$ cat config.mk
export PLATFORM = sky130hd
export DESIGN_NAME = tlb_test_access
export DESIGN_NICKNAME = d
export VERILOG_FILES = /design/src/logic/tlb_test_pkg.sv /design/src/logic/tlb_plru_state.sv /design/src/logic/tlb_test_access.sv
export SDC_FILE = /design/constraint.sdc
export NUM_CORES = 2
export LEC_CHECK = 0
export ABC_AREA = 1
export BUFFER_PORTS_ARGS = -buffer_cell sky130_fd_sc_hd__buf_2
export CAP_MARGIN = 20
export CORE_MARGIN = 2
export CORE_UTILIZATION = 45
export CTS_CLUSTER_DIAMETER = 100
export DETAILED_ROUTE_END_ITERATION = 6
export PLACE_DENSITY = 0.66
export SYNTH_ARGS = -nofsm -noshare
export SYNTH_HDL_FRONTEND = slang
export SYNTH_HIERARCHICAL = 1
export SYNTH_SLANG_ARGS = --single-unit
$ cat constraint.sdc
create_clock -name clk -period 6.1 [get_ports clk]
set_input_delay 0.305 -clock clk [delete_from_list [all_inputs] [get_ports clk]]
set_output_delay 0.305 -clock clk [all_outputs]
set_load 0.03 [all_outputs]
$ cat src/logic/tlb_test_pkg.sv
// constants and helpers shared by the translation buffer test access logic
package tlb_test_pkg;
  localparam int NUM_WAYS = 4;
  localparam int NUM_SETS = 8;
  localparam int NUM_ENTRIES = 32;
  localparam int WAY_W = 2;
  localparam int SET_W = 3;
  localparam int IDX_W = 5;
  localparam int TAG_W = 17;
  localparam int PAGE_W = 20;
  localparam int LRU_W = 3;
  // command register fields
  localparam int CMD_LIN_LSB = 12;
  localparam int CMD_V_BIT = 11;
  localparam int CMD_D_BIT = 10;
  localparam int CMD_DN_BIT = 9;
  localparam int CMD_U_BIT = 8;
  localparam int CMD_UN_BIT = 7;
  localparam int CMD_W_BIT = 6;
  localparam int CMD_WN_BIT = 5;
  localparam int CMD_OP_BIT = 0;
  localparam logic OP_WRITE = 1'b0;
  localparam logic OP_LOOKUP = 1'b1;
  // data register fields
  localparam int DATA_PAGE_LSB = 12;
  localparam int DATA_PCD_BIT = 11;
  localparam int DATA_PWT_BIT = 10;
  localparam int DATA_LRU_LSB = 7;
  localparam int DATA_HIT_BIT = 4;
  localparam int DATA_WAY_LSB = 2;
  // register select and reset values
  localparam logic SEL_COMMAND = 1'b0;
  localparam logic SEL_DATA = 1'b1;
  localparam logic [31:0] COMMAND_RESET = 32'h0000_0000;
  localparam logic [31:0] DATA_RESET = 32'h0000_0000;
  localparam logic [2:0] LRU_RESET = 3'h0;

  // bit 0 picks the half, bits 1 and 2 the way inside each half
  function automatic logic [1:0] plru_victim(input logic [2:0] s);
    if (!s[0]) begin
      plru_victim = s[1] ? 2'h1 : 2'h0;
    end else begin
      plru_victim = s[2] ? 2'h3 : 2'h2;
    end
  endfunction : plru_victim

  function automatic logic [2:0] plru_touch(input logic [2:0] s, input logic [1:0] way);
    plru_touch = s;
    case (way)
      2'h0: begin
        plru_touch[0] = 1'b1;
        plru_touch[1] = 1'b1;
      end
      2'h1: begin
        plru_touch[0] = 1'b1;
        plru_touch[1] = 1'b0;
      end
      2'h2: begin
        plru_touch[0] = 1'b0;
        plru_touch[2] = 1'b1;
      end
      default: begin
        plru_touch[0] = 1'b0;
        plru_touch[2] = 1'b0;
      end
    endcase
  endfunction : plru_touch
endpackage : tlb_test_pkg

$ cat src/logic/tlb_plru_state.sv
// per-set pseudo-lru state of the translation buffer
`timescale 1ns/100ps
module tlb_plru_state import tlb_test_pkg::*; #(
  parameter int SETS = NUM_SETS
) (
  input wire logic clk,
  input wire logic rst,
  input wire logic [SET_W-1:0] rd_set,
  input wire logic touch,
  input wire logic [SET_W-1:0] touch_set,
  input wire logic [WAY_W-1:0] touch_way,
  output logic [LRU_W-1:0] rd_state,
  output logic [SETS*LRU_W-1:0] all_state
);
  // the set index is fixed at SET_W bits, so any other count cannot be addressed
  if (SETS != (1 << SET_W)) begin : g_bad_sets
    $error("set count must match the set index width");
  end

  logic [LRU_W-1:0] lru_q [SETS];
  logic [LRU_W-1:0] lru_d [SETS];

  always_comb begin
    for (int s = 0; s < SETS; s++) begin
      lru_d[s] = lru_q[s];
    end
    if (touch) begin
      lru_d[touch_set] = plru_touch(lru_q[touch_set], touch_way);
    end
  end

  always_ff @(posedge clk) begin
    for (int s = 0; s < SETS; s++) begin
      lru_q[s] <= rst ? LRU_RESET : lru_d[s];
    end
  end

  assign rd_state = lru_q[rd_set];

  genvar g;
  generate
    for (g = 0; g < SETS; g++) begin : g_flat
      assign all_state[g*LRU_W +: LRU_W] = lru_q[g];
    end
  endgenerate
endmodule : tlb_plru_state

$ cat src/logic/tlb_test_access.sv
// translation buffer arrays with command and data test register access
//
// Behaviour
// RULE_01: four ways, eight sets, 32 entries
// RULE_02: data entry: 20-bit page plus two attributes
// RULE_03: tag entry: 17-bit tag plus four protection bits
// RULE_04: three-bit pseudo-lru per set, cache algorithm
// RULE_05: command: address 31:12, protection 11:5, op bit0
// RULE_06: low three address bits pick set, rest tag
// RULE_07: command write launches: 0 write, 1 lookup
// RULE_08: write pairs: 01 stores 0, 10 stores 1
// RULE_09: lookup pairs: 00 miss, 01/10 match, 11 any
// RULE_10: data: page 31:12, attributes 11:10, lru 9:7
// RULE_11: write way: bit4 0 lru, 1 bits 3:2
// RULE_12: every entry write makes it most recent
// RULE_13: software loads data register before command register
// RULE_14: lru field ignored on test write
// RULE_15: lookup result in data bit4, 1 hit
// RULE_16: hit returns way, page and attributes
// RULE_17: returned lru is state before lookup
// RULE_18: miss leaves other data bits undefined
// RULE_19: test lookup hit makes entry most recent
// RULE_20: duplicate tags in a set never hit
// RULE_21: software avoids writing one address twice per set
// RULE_22: test works alongside normal translation traffic
// RULE_23: lookup result latched before next register read
`timescale 1ns/100ps
module tlb_test_access import tlb_test_pkg::*; (
  input wire logic clk,
  input wire logic rst,
  input wire logic reg_wr,
  input wire logic reg_wr_sel,
  input wire logic [31:0] reg_wdata,
  output logic [31:0] command_rdata,
  output logic [31:0] data_rdata,
  input wire logic xl_req,
  input wire logic [PAGE_W-1:0] xl_linear,
  output logic xl_ready,
  output logic xl_done,
  output logic xl_hit,
  output logic [PAGE_W-1:0] xl_page,
  output logic xl_pcd,
  output logic xl_pwt,
  output logic [2:0] xl_prot,
  input wire logic fill_req,
  input wire logic [PAGE_W-1:0] fill_linear,
  input wire logic [PAGE_W-1:0] fill_page,
  input wire logic fill_pcd,
  input wire logic fill_pwt,
  input wire logic fill_dirty,
  input wire logic fill_user,
  input wire logic fill_rw,
  output logic fill_ready
);

  // entry storage, index is {set, way}
  logic [TAG_W-1:0] tag_q [NUM_ENTRIES];
  logic [TAG_W-1:0] tag_d [NUM_ENTRIES];
  logic [PAGE_W-1:0] page_q [NUM_ENTRIES];
  logic [PAGE_W-1:0] page_d [NUM_ENTRIES];
  logic [NUM_ENTRIES-1:0] valid_q, valid_d, dirty_q, dirty_d, user_q, user_d, rw_q, rw_d, pcd_q, pcd_d, pwt_q, pwt_d;
  logic [31:0] command_q, command_d, data_q, data_d;
  logic xl_done_q, xl_done_d, xl_hit_q, xl_hit_d, xl_pcd_q, xl_pcd_d, xl_pwt_q, xl_pwt_d;
  logic [PAGE_W-1:0] xl_page_q, xl_page_d;
  logic [2:0] xl_prot_q, xl_prot_d;

  logic test_op, test_wr, test_look, do_fill, do_xl;
  logic [PAGE_W-1:0] op_linear;
  logic [SET_W-1:0] op_set;
  logic [TAG_W-1:0] op_tag;
  logic [NUM_WAYS-1:0] way_match, set_valid;
  logic [2:0] match_cnt;
  logic uniq_hit, forced_miss;
  logic [WAY_W-1:0] hit_way, victim_way, wr_way;
  logic [IDX_W-1:0] hit_idx, wr_idx;
  logic [LRU_W-1:0] set_lru;
  logic [NUM_SETS*LRU_W-1:0] lru_all;
  logic lru_touch;
  logic [WAY_W-1:0] touch_way;

  // pair match: true bit allows stored 1, complement allows stored 0
  function automatic logic pair_ok(input logic b, input logic bn, input logic stored);
    pair_ok = (b & stored) | (bn & ~stored);
  endfunction : pair_ok

  // a command write is the only trigger, so data must already hold the fill values
  assign test_op = reg_wr && (reg_wr_sel == SEL_COMMAND); // RULE_07 RULE_13
  assign test_wr = test_op && (reg_wdata[CMD_OP_BIT] == OP_WRITE); // RULE_07
  assign test_look = test_op && (reg_wdata[CMD_OP_BIT] == OP_LOOKUP); // RULE_07
  // test traffic takes the arrays first; normal traffic stalls one cycle, paging stays on
  assign fill_ready = !test_op; // RULE_22
  assign xl_ready = !test_op && !fill_req; // RULE_22
  assign do_fill = fill_req && fill_ready;
  assign do_xl = xl_req && xl_ready;

  always_comb begin
    if (test_op) begin
      op_linear = reg_wdata[31:CMD_LIN_LSB]; // RULE_05
    end else if (fill_req) begin
      op_linear = fill_linear;
    end else begin
      op_linear = xl_linear;
    end
  end
  assign op_set = op_linear[SET_W-1:0]; // RULE_06
  assign op_tag = op_linear[PAGE_W-1:SET_W]; // RULE_06

  // per-way compare; protection pairs only constrain test lookups
  genvar g;
  generate
    for (g = 0; g < NUM_WAYS; g++) begin : g_way
      logic [IDX_W-1:0] ix;
      logic prot_ok;
      assign ix = {op_set, WAY_W'(g)};
      assign set_valid[g] = valid_q[ix];
      assign prot_ok = !test_look || (reg_wdata[CMD_V_BIT]
        && pair_ok(reg_wdata[CMD_D_BIT], reg_wdata[CMD_DN_BIT], dirty_q[ix])
        && pair_ok(reg_wdata[CMD_U_BIT], reg_wdata[CMD_UN_BIT], user_q[ix])
        && pair_ok(reg_wdata[CMD_W_BIT], reg_wdata[CMD_WN_BIT], rw_q[ix])); // RULE_09
      assign way_match[g] = valid_q[ix] && (tag_q[ix] == op_tag) && prot_ok; // RULE_01
    end
  endgenerate

  assign forced_miss = test_look && (!reg_wdata[CMD_V_BIT]
    || (reg_wdata[CMD_D_BIT] == 1'b0 && reg_wdata[CMD_DN_BIT] == 1'b0)
    || (reg_wdata[CMD_U_BIT] == 1'b0 && reg_wdata[CMD_UN_BIT] == 1'b0)
    || (reg_wdata[CMD_W_BIT] == 1'b0 && reg_wdata[CMD_WN_BIT] == 1'b0));

  always_comb begin
    match_cnt = 3'h0;
    hit_way = 2'h0;
    for (int w = 0; w < NUM_WAYS; w++) begin
      if (way_match[w]) begin
        match_cnt = match_cnt + 3'h1;
        hit_way = WAY_W'(w);
      end
    end
  end
  // two copies of a tag in one set cannot be told apart, so neither hits
  assign uniq_hit = (match_cnt == 3'h1); // RULE_20
  assign hit_idx = {op_set, hit_way};

  // empty ways fill before the pseudo-lru pointer is consulted
  always_comb begin
    victim_way = plru_victim(set_lru); // RULE_04
    for (int w = NUM_WAYS - 1; w >= 0; w--) begin
      if (!set_valid[w]) begin
        victim_way = WAY_W'(w);
      end
    end
  end
  assign wr_way = (test_wr && data_q[DATA_HIT_BIT]) ? data_q[DATA_WAY_LSB +: WAY_W] : victim_way; // RULE_11
  assign wr_idx = {op_set, wr_way};

  always_comb begin
    lru_touch = 1'b0;
    touch_way = hit_way;
    if (test_wr || do_fill) begin
      lru_touch = 1'b1; // RULE_12
      touch_way = wr_way; // RULE_12
    end else if ((test_look || do_xl) && uniq_hit) begin
      lru_touch = 1'b1; // RULE_19
    end
  end

  tlb_plru_state #(
    .SETS(NUM_SETS)
  ) u_plru (
    .clk(clk),
    .rst(rst),
    .rd_set(op_set),
    .touch(lru_touch),
    .touch_set(op_set),
    .touch_way(touch_way),
    .rd_state(set_lru),
    .all_state(lru_all)
  );

  // entry array next state
  always_comb begin
    tag_d = tag_q;
    page_d = page_q;
    valid_d = valid_q;
    dirty_d = dirty_q;
    user_d = user_q;
    rw_d = rw_q;
    pcd_d = pcd_q;
    pwt_d = pwt_q;
    if (test_wr) begin
      tag_d[wr_idx] = op_tag; // RULE_03 RULE_06
      page_d[wr_idx] = data_q[31:DATA_PAGE_LSB]; // RULE_02
      pcd_d[wr_idx] = data_q[DATA_PCD_BIT]; // RULE_02
      pwt_d[wr_idx] = data_q[DATA_PWT_BIT]; // RULE_02
      // undefined pairs 00 and 11 simply store the true bit
      valid_d[wr_idx] = reg_wdata[CMD_V_BIT]; // RULE_03
      dirty_d[wr_idx] = reg_wdata[CMD_D_BIT]; // RULE_08
      user_d[wr_idx] = reg_wdata[CMD_U_BIT]; // RULE_08
      rw_d[wr_idx] = reg_wdata[CMD_W_BIT]; // RULE_08
    end else if (do_fill) begin
      tag_d[wr_idx] = op_tag;
      page_d[wr_idx] = fill_page;
      pcd_d[wr_idx] = fill_pcd;
      pwt_d[wr_idx] = fill_pwt;
      valid_d[wr_idx] = 1'b1;
      dirty_d[wr_idx] = fill_dirty;
      user_d[wr_idx] = fill_user;
      rw_d[wr_idx] = fill_rw;
    end
  end

  always_ff @(posedge clk) begin
    tag_q <= tag_d;
    page_q <= page_d;
    pcd_q <= pcd_d;
    pwt_q <= pwt_d;
    dirty_q <= dirty_d;
    user_q <= user_d;
    rw_q <= rw_d;
    valid_q <= rst ? '0 : valid_d;
  end

  // test registers and normal lookup results
  always_comb begin
    command_d = command_q;
    data_d = data_q;
    if (test_op) begin
      command_d = reg_wdata; // RULE_05
    end else if (reg_wr) begin
      data_d = reg_wdata; // RULE_10
    end
    // result lands on the launching edge, so the very next read sees it
    if (test_look) begin
      data_d[DATA_HIT_BIT] = uniq_hit; // RULE_15 RULE_23
      if (uniq_hit) begin // RULE_18
        data_d[31:DATA_PAGE_LSB] = page_q[hit_idx]; // RULE_16
        data_d[DATA_PCD_BIT] = pcd_q[hit_idx]; // RULE_16
        data_d[DATA_PWT_BIT] = pwt_q[hit_idx]; // RULE_16
        data_d[DATA_LRU_LSB +: LRU_W] = set_lru; // RULE_17
        data_d[DATA_WAY_LSB +: WAY_W] = hit_way; // RULE_16
      end
      // on a miss the remaining bits keep their old contents
    end
    xl_done_d = do_xl;
    xl_hit_d = do_xl && uniq_hit;
    xl_page_d = page_q[hit_idx];
    xl_pcd_d = pcd_q[hit_idx];
    xl_pwt_d = pwt_q[hit_idx];
    xl_prot_d = {dirty_q[hit_idx], user_q[hit_idx], rw_q[hit_idx]};
  end

  always_ff @(posedge clk) begin
    if (rst) begin
      command_q <= COMMAND_RESET;
      data_q <= DATA_RESET;
      xl_done_q <= 1'b0;
      xl_hit_q <= 1'b0;
      xl_page_q <= '0;
      xl_pcd_q <= 1'b0;
      xl_pwt_q <= 1'b0;
      xl_prot_q <= 3'h0;
    end else begin
      command_q <= command_d;
      data_q <= data_d;
      xl_done_q <= xl_done_d;
      xl_hit_q <= xl_hit_d;
      xl_page_q <= xl_page_d;
      xl_pcd_q <= xl_pcd_d;
      xl_pwt_q <= xl_pwt_d;
      xl_prot_q <= xl_prot_d;
    end
  end

  assign command_rdata = command_q;
  assign data_rdata = data_q;
  assign xl_done = xl_done_q;
  assign xl_hit = xl_hit_q;
  assign xl_page = xl_page_q;
  assign xl_pcd = xl_pcd_q;
  assign xl_pwt = xl_pwt_q;
  assign xl_prot = xl_prot_q;
endmodule : tlb_test_access

==> reports/metrics.yaml <==
pwr:
  p_total_mw: 24.50
  pwr_density_cell_nw_per_um2: 300.4
  leakage_nw: 33.71
  peakVddDrop_mv: 0.3087
floorplanning:
  coreArea_sq_um: 158000
  die_area_sq_um: 161800
  die_h_um: 402.2
  die_w_um: 402.2
  core.rowCount: 146
  io_pins: 196
  start_util_pct: 45.16
clock_network:
  cts-root-buf: "clkbuf_16"
  cts_buffer_depth: 3
  clock-sinks: 1491
  numCtsBuffers: 162
  clkLatencyLatePin_ns: 0.83
  htree_levels: 4
  clk_pin_slew_ns: 0.07
  tritoncts: "built"
grt:
  grt_overflow: 0
  grt_pass1_vias: 54530
  antenna_found_initial: 16
  grt_max_degree: 134
  track_usage_pct: 30.90
  grt_pass1_wl_um: 367800
run_status:
  status: "finished, final reports clean"
sta:
  fin_crit_sh_pct: 98.04
  final_max_slew_viol_count: 0
  worstMarginPinSlew_ns: 1.175
  max_freq_mhz: 167.2
  clock_skew_ns: 0.06634
  setup_ws_ns: 0.1197
  timing.setup.tns_ns: 0
  relSlewSlack_pct: 21.65
  finalHoldViolCount: 0
  setup_violations: 0
  rsz0062_at_grt: "no"
  period_needed_ns: 5.980
drt:
  drt_wl_total_um: 255200
  vias: 58350
  dr.first_iter.drc_count: 8096
  viasPerCell: 5.495
  drt_pass1_iterations: 7
  post_drt_wl_per_cell_um: 24.03
  drtAntennaViolNets: 0
  drc_errors: 0
critical_path:
  worstPathRequired_ns: 6.73
  crit_fanout: 45
  crit_type: "in2reg"
  slowest_delay_ns: 0.65
  arrival_ns: 6.61
  reg2reg_slack_ns: 1.55
  cp-start-kind: "input port"
  crit_path_end_kind: "flop"
  r2r_start: "tag_q[90]"
  rr_endpoint: "xl_page[16]"
  cp_slowest_cell: "dlygate4sd3_1"
  cp_common_cell: "nand2_1"
  rr_worst_depth: 21
cells_and_area:
  drive_above_1_share_pct: 10.15
  fin_nets: 8510
  final_util_pct: 51.63
  area_delta_synth_final_pct: 14.33
  num-fill-cells: 14270
hold_path:
  min-delay-start: "reg_wr_sel"
  whs_path_depth: 5
  min_path_type: "in2reg"
  hold-path-endpoint: "command_rdata[11]"
logic_synthesis:
  syn_area_sq_um: 71360
  synth_most_common_cell: "nand2_1"
  yosysTopAreaCellShare_pct: 56.56
  post-synth-top-area-cell: "edfxtp_1"
  synth_cells: 8218
  ys_ff_latch: 1491
  synthTopCellsByArea: "edfxtp_1 (57%), nand2_1 (13%), nor2_1 (10%), dfxtp_1 (4.1%), inv_1 (3.6%)"
  yosysSeqAreaShare_pct: 60.68
  synth_common_cells: "nand2_1 (2410), nor2_1 (1981), edfxtp_1 (1344)"
  yosys_warnings: 6
  ys.flop_type: "edfxtp_1"
  synth_edf_count: 1344
  syn_area_per_cell_sq_um: 8.683
  ys_async_sr_fraction_pct: 0
  synth_cell_type_count: 42
  syn-num-nets: 8323
placed_design:
  dpl.hpwl_um: 158300
  port_buffers: 195
  pre_cts_ws_ns: 0.4041
  place_congestion: 0.9470
run:
  maxCapViolCount: 0
per-layer routing:
layer  vias to the layer above  GRT usage [%]  part of all wire, %  wire, um
met3                       687          5.953                   11     29130
met1                     27630          41.90                   39     98760
met5                         -              0                0.021        54
met4                         8          15.67                  5.6     14300
met2                      3457          47.41                   44    112900
li1                      26560              -                    -         -
sequential cells by signal (all words and copies together) (netlist names), 3 cells and up:
signal         count
valid_q           32
u_plru/lru_q      24
pcd_q             32
user_q            32
page_q           640
xl_page           20
tag_q            544
pwt_q             32
xl_prot            3
rw_q              32
data_rdata        32
command_rdata     32
dirty_q           32
how the worst max path moves through the flow:
stage                from                 end  slack, ns  depth (start not counted)
5_1_grt            reg_wr  u_plru/lru_q[3][0]       0.04                         34
3_3_place_gp   reg_wr_sel       data_rdata[7]       0.46                         30
4_1_cts            reg_wr  u_plru/lru_q[3][0]       0.19                         36
3_5_place_dp   reg_wr_sel          tag_q[498]       0.40                         22
2_1_floorplan    fill_req          dirty_q[1]       0.39                         25
6_report           reg_wr         xl_page[16]       0.12                         29
cell families (layout without fill, tap and decap cells):
logic type | count (synthesis) | count (layout) | synth area share (%)
muxes | 1 | 1 | 0.01403
DFF | 1491 | 1491 | 60.68
xor gates and xnor gates | 1 | 1 | 0.01228
adders and majority gates | 2 | 2 | 0.03506
and+or+nand+nor | 4840 | 4840 | 27.25
AOI/OAI and AO/OA | 666 | 666 | 4.836
buffers and inverters | 1217 | 1542 | 7.170
other | 0 | 3 | 0
cell usage in the layout (no fill, tap or decap), types with 15 or more instances in the layout:
master / netlist / routed
edfxtp_1: 1344 / 1344
buf_4: 38 / 254
nor2_1: 1981 / 1936
clkinv_2: 0 / 29
clkbuf_1: 263 / 37
dlygate4sd3_1: 0 / 32
nand3b_1: 225 / 225
o21ai_0: 344 / 344
clkinv_1: 10 / 42
a31oi_1: 15 / 15
dfxtp_1: 147 / 147
nand2_1: 2410 / 2407
buf_12: 0 / 47
inv_2: 21 / 22
o21ai_2: 0 / 21
clkbuf_16: 0 / 164
nand3_1: 177 / 177
a21oi_1: 162 / 160
inv_1: 679 / 678
o21ai_1: 122 / 100
nor2_4: 5 / 50
buf_2: 164 / 194
report_power, final:
| group | internal (mW) | leakage (nW) | switching [mW] |
|---|---|---|---|
| clock network | 5.57 | 2.59 | 4.33 |
| logic | 0.773 | 19.1 | 2.31 |
| registers | 11.4 | 12.1 | 0.0906 |
| total | 17.8 | 33.7 | 6.73 |
per-stage QoR:
stage	hold slack [ns]	instances	area, sq um
6_report	0.05531	10620	81580
2_1_floorplan	0.4450	8218	71360
3_3_place_gp	0.4648	10280	75820
5_1_grt	0.06847	10620	81580
4_1_cts	0.007733	10610	81480
3_5_place_dp	0.4651	10280	75820
critical path: cells and delay by family:
kind	cells	cell delay [ns]
simple gates	20	3.29
compound gates	1	0.32
buf+inv	8	2.57
cell type report:
class                      instances  area [sq um]  area share (%)
multi-input combinational       5510         23500           28.81
tap                             2072          2592           3.178
sequential                      1491         43300           53.08
antenna                            3         7.507        0.009202
clock buffer                     209          4353           5.336
timing repair buffer             528          4167           5.107
inverter                         712          2678           3.282
clock inverter                    93         982.2           1.204
what timing repair did:
item | CTS | global route
setup endpoints to repair | 0 | 15
hold endpoints to repair | 44 | 0
hold buffers | 32 | 0
buffers inserted | 0 | 3
resized for setup | 0 | 1
Note: power is estimated with default switching activity, not from simulation.
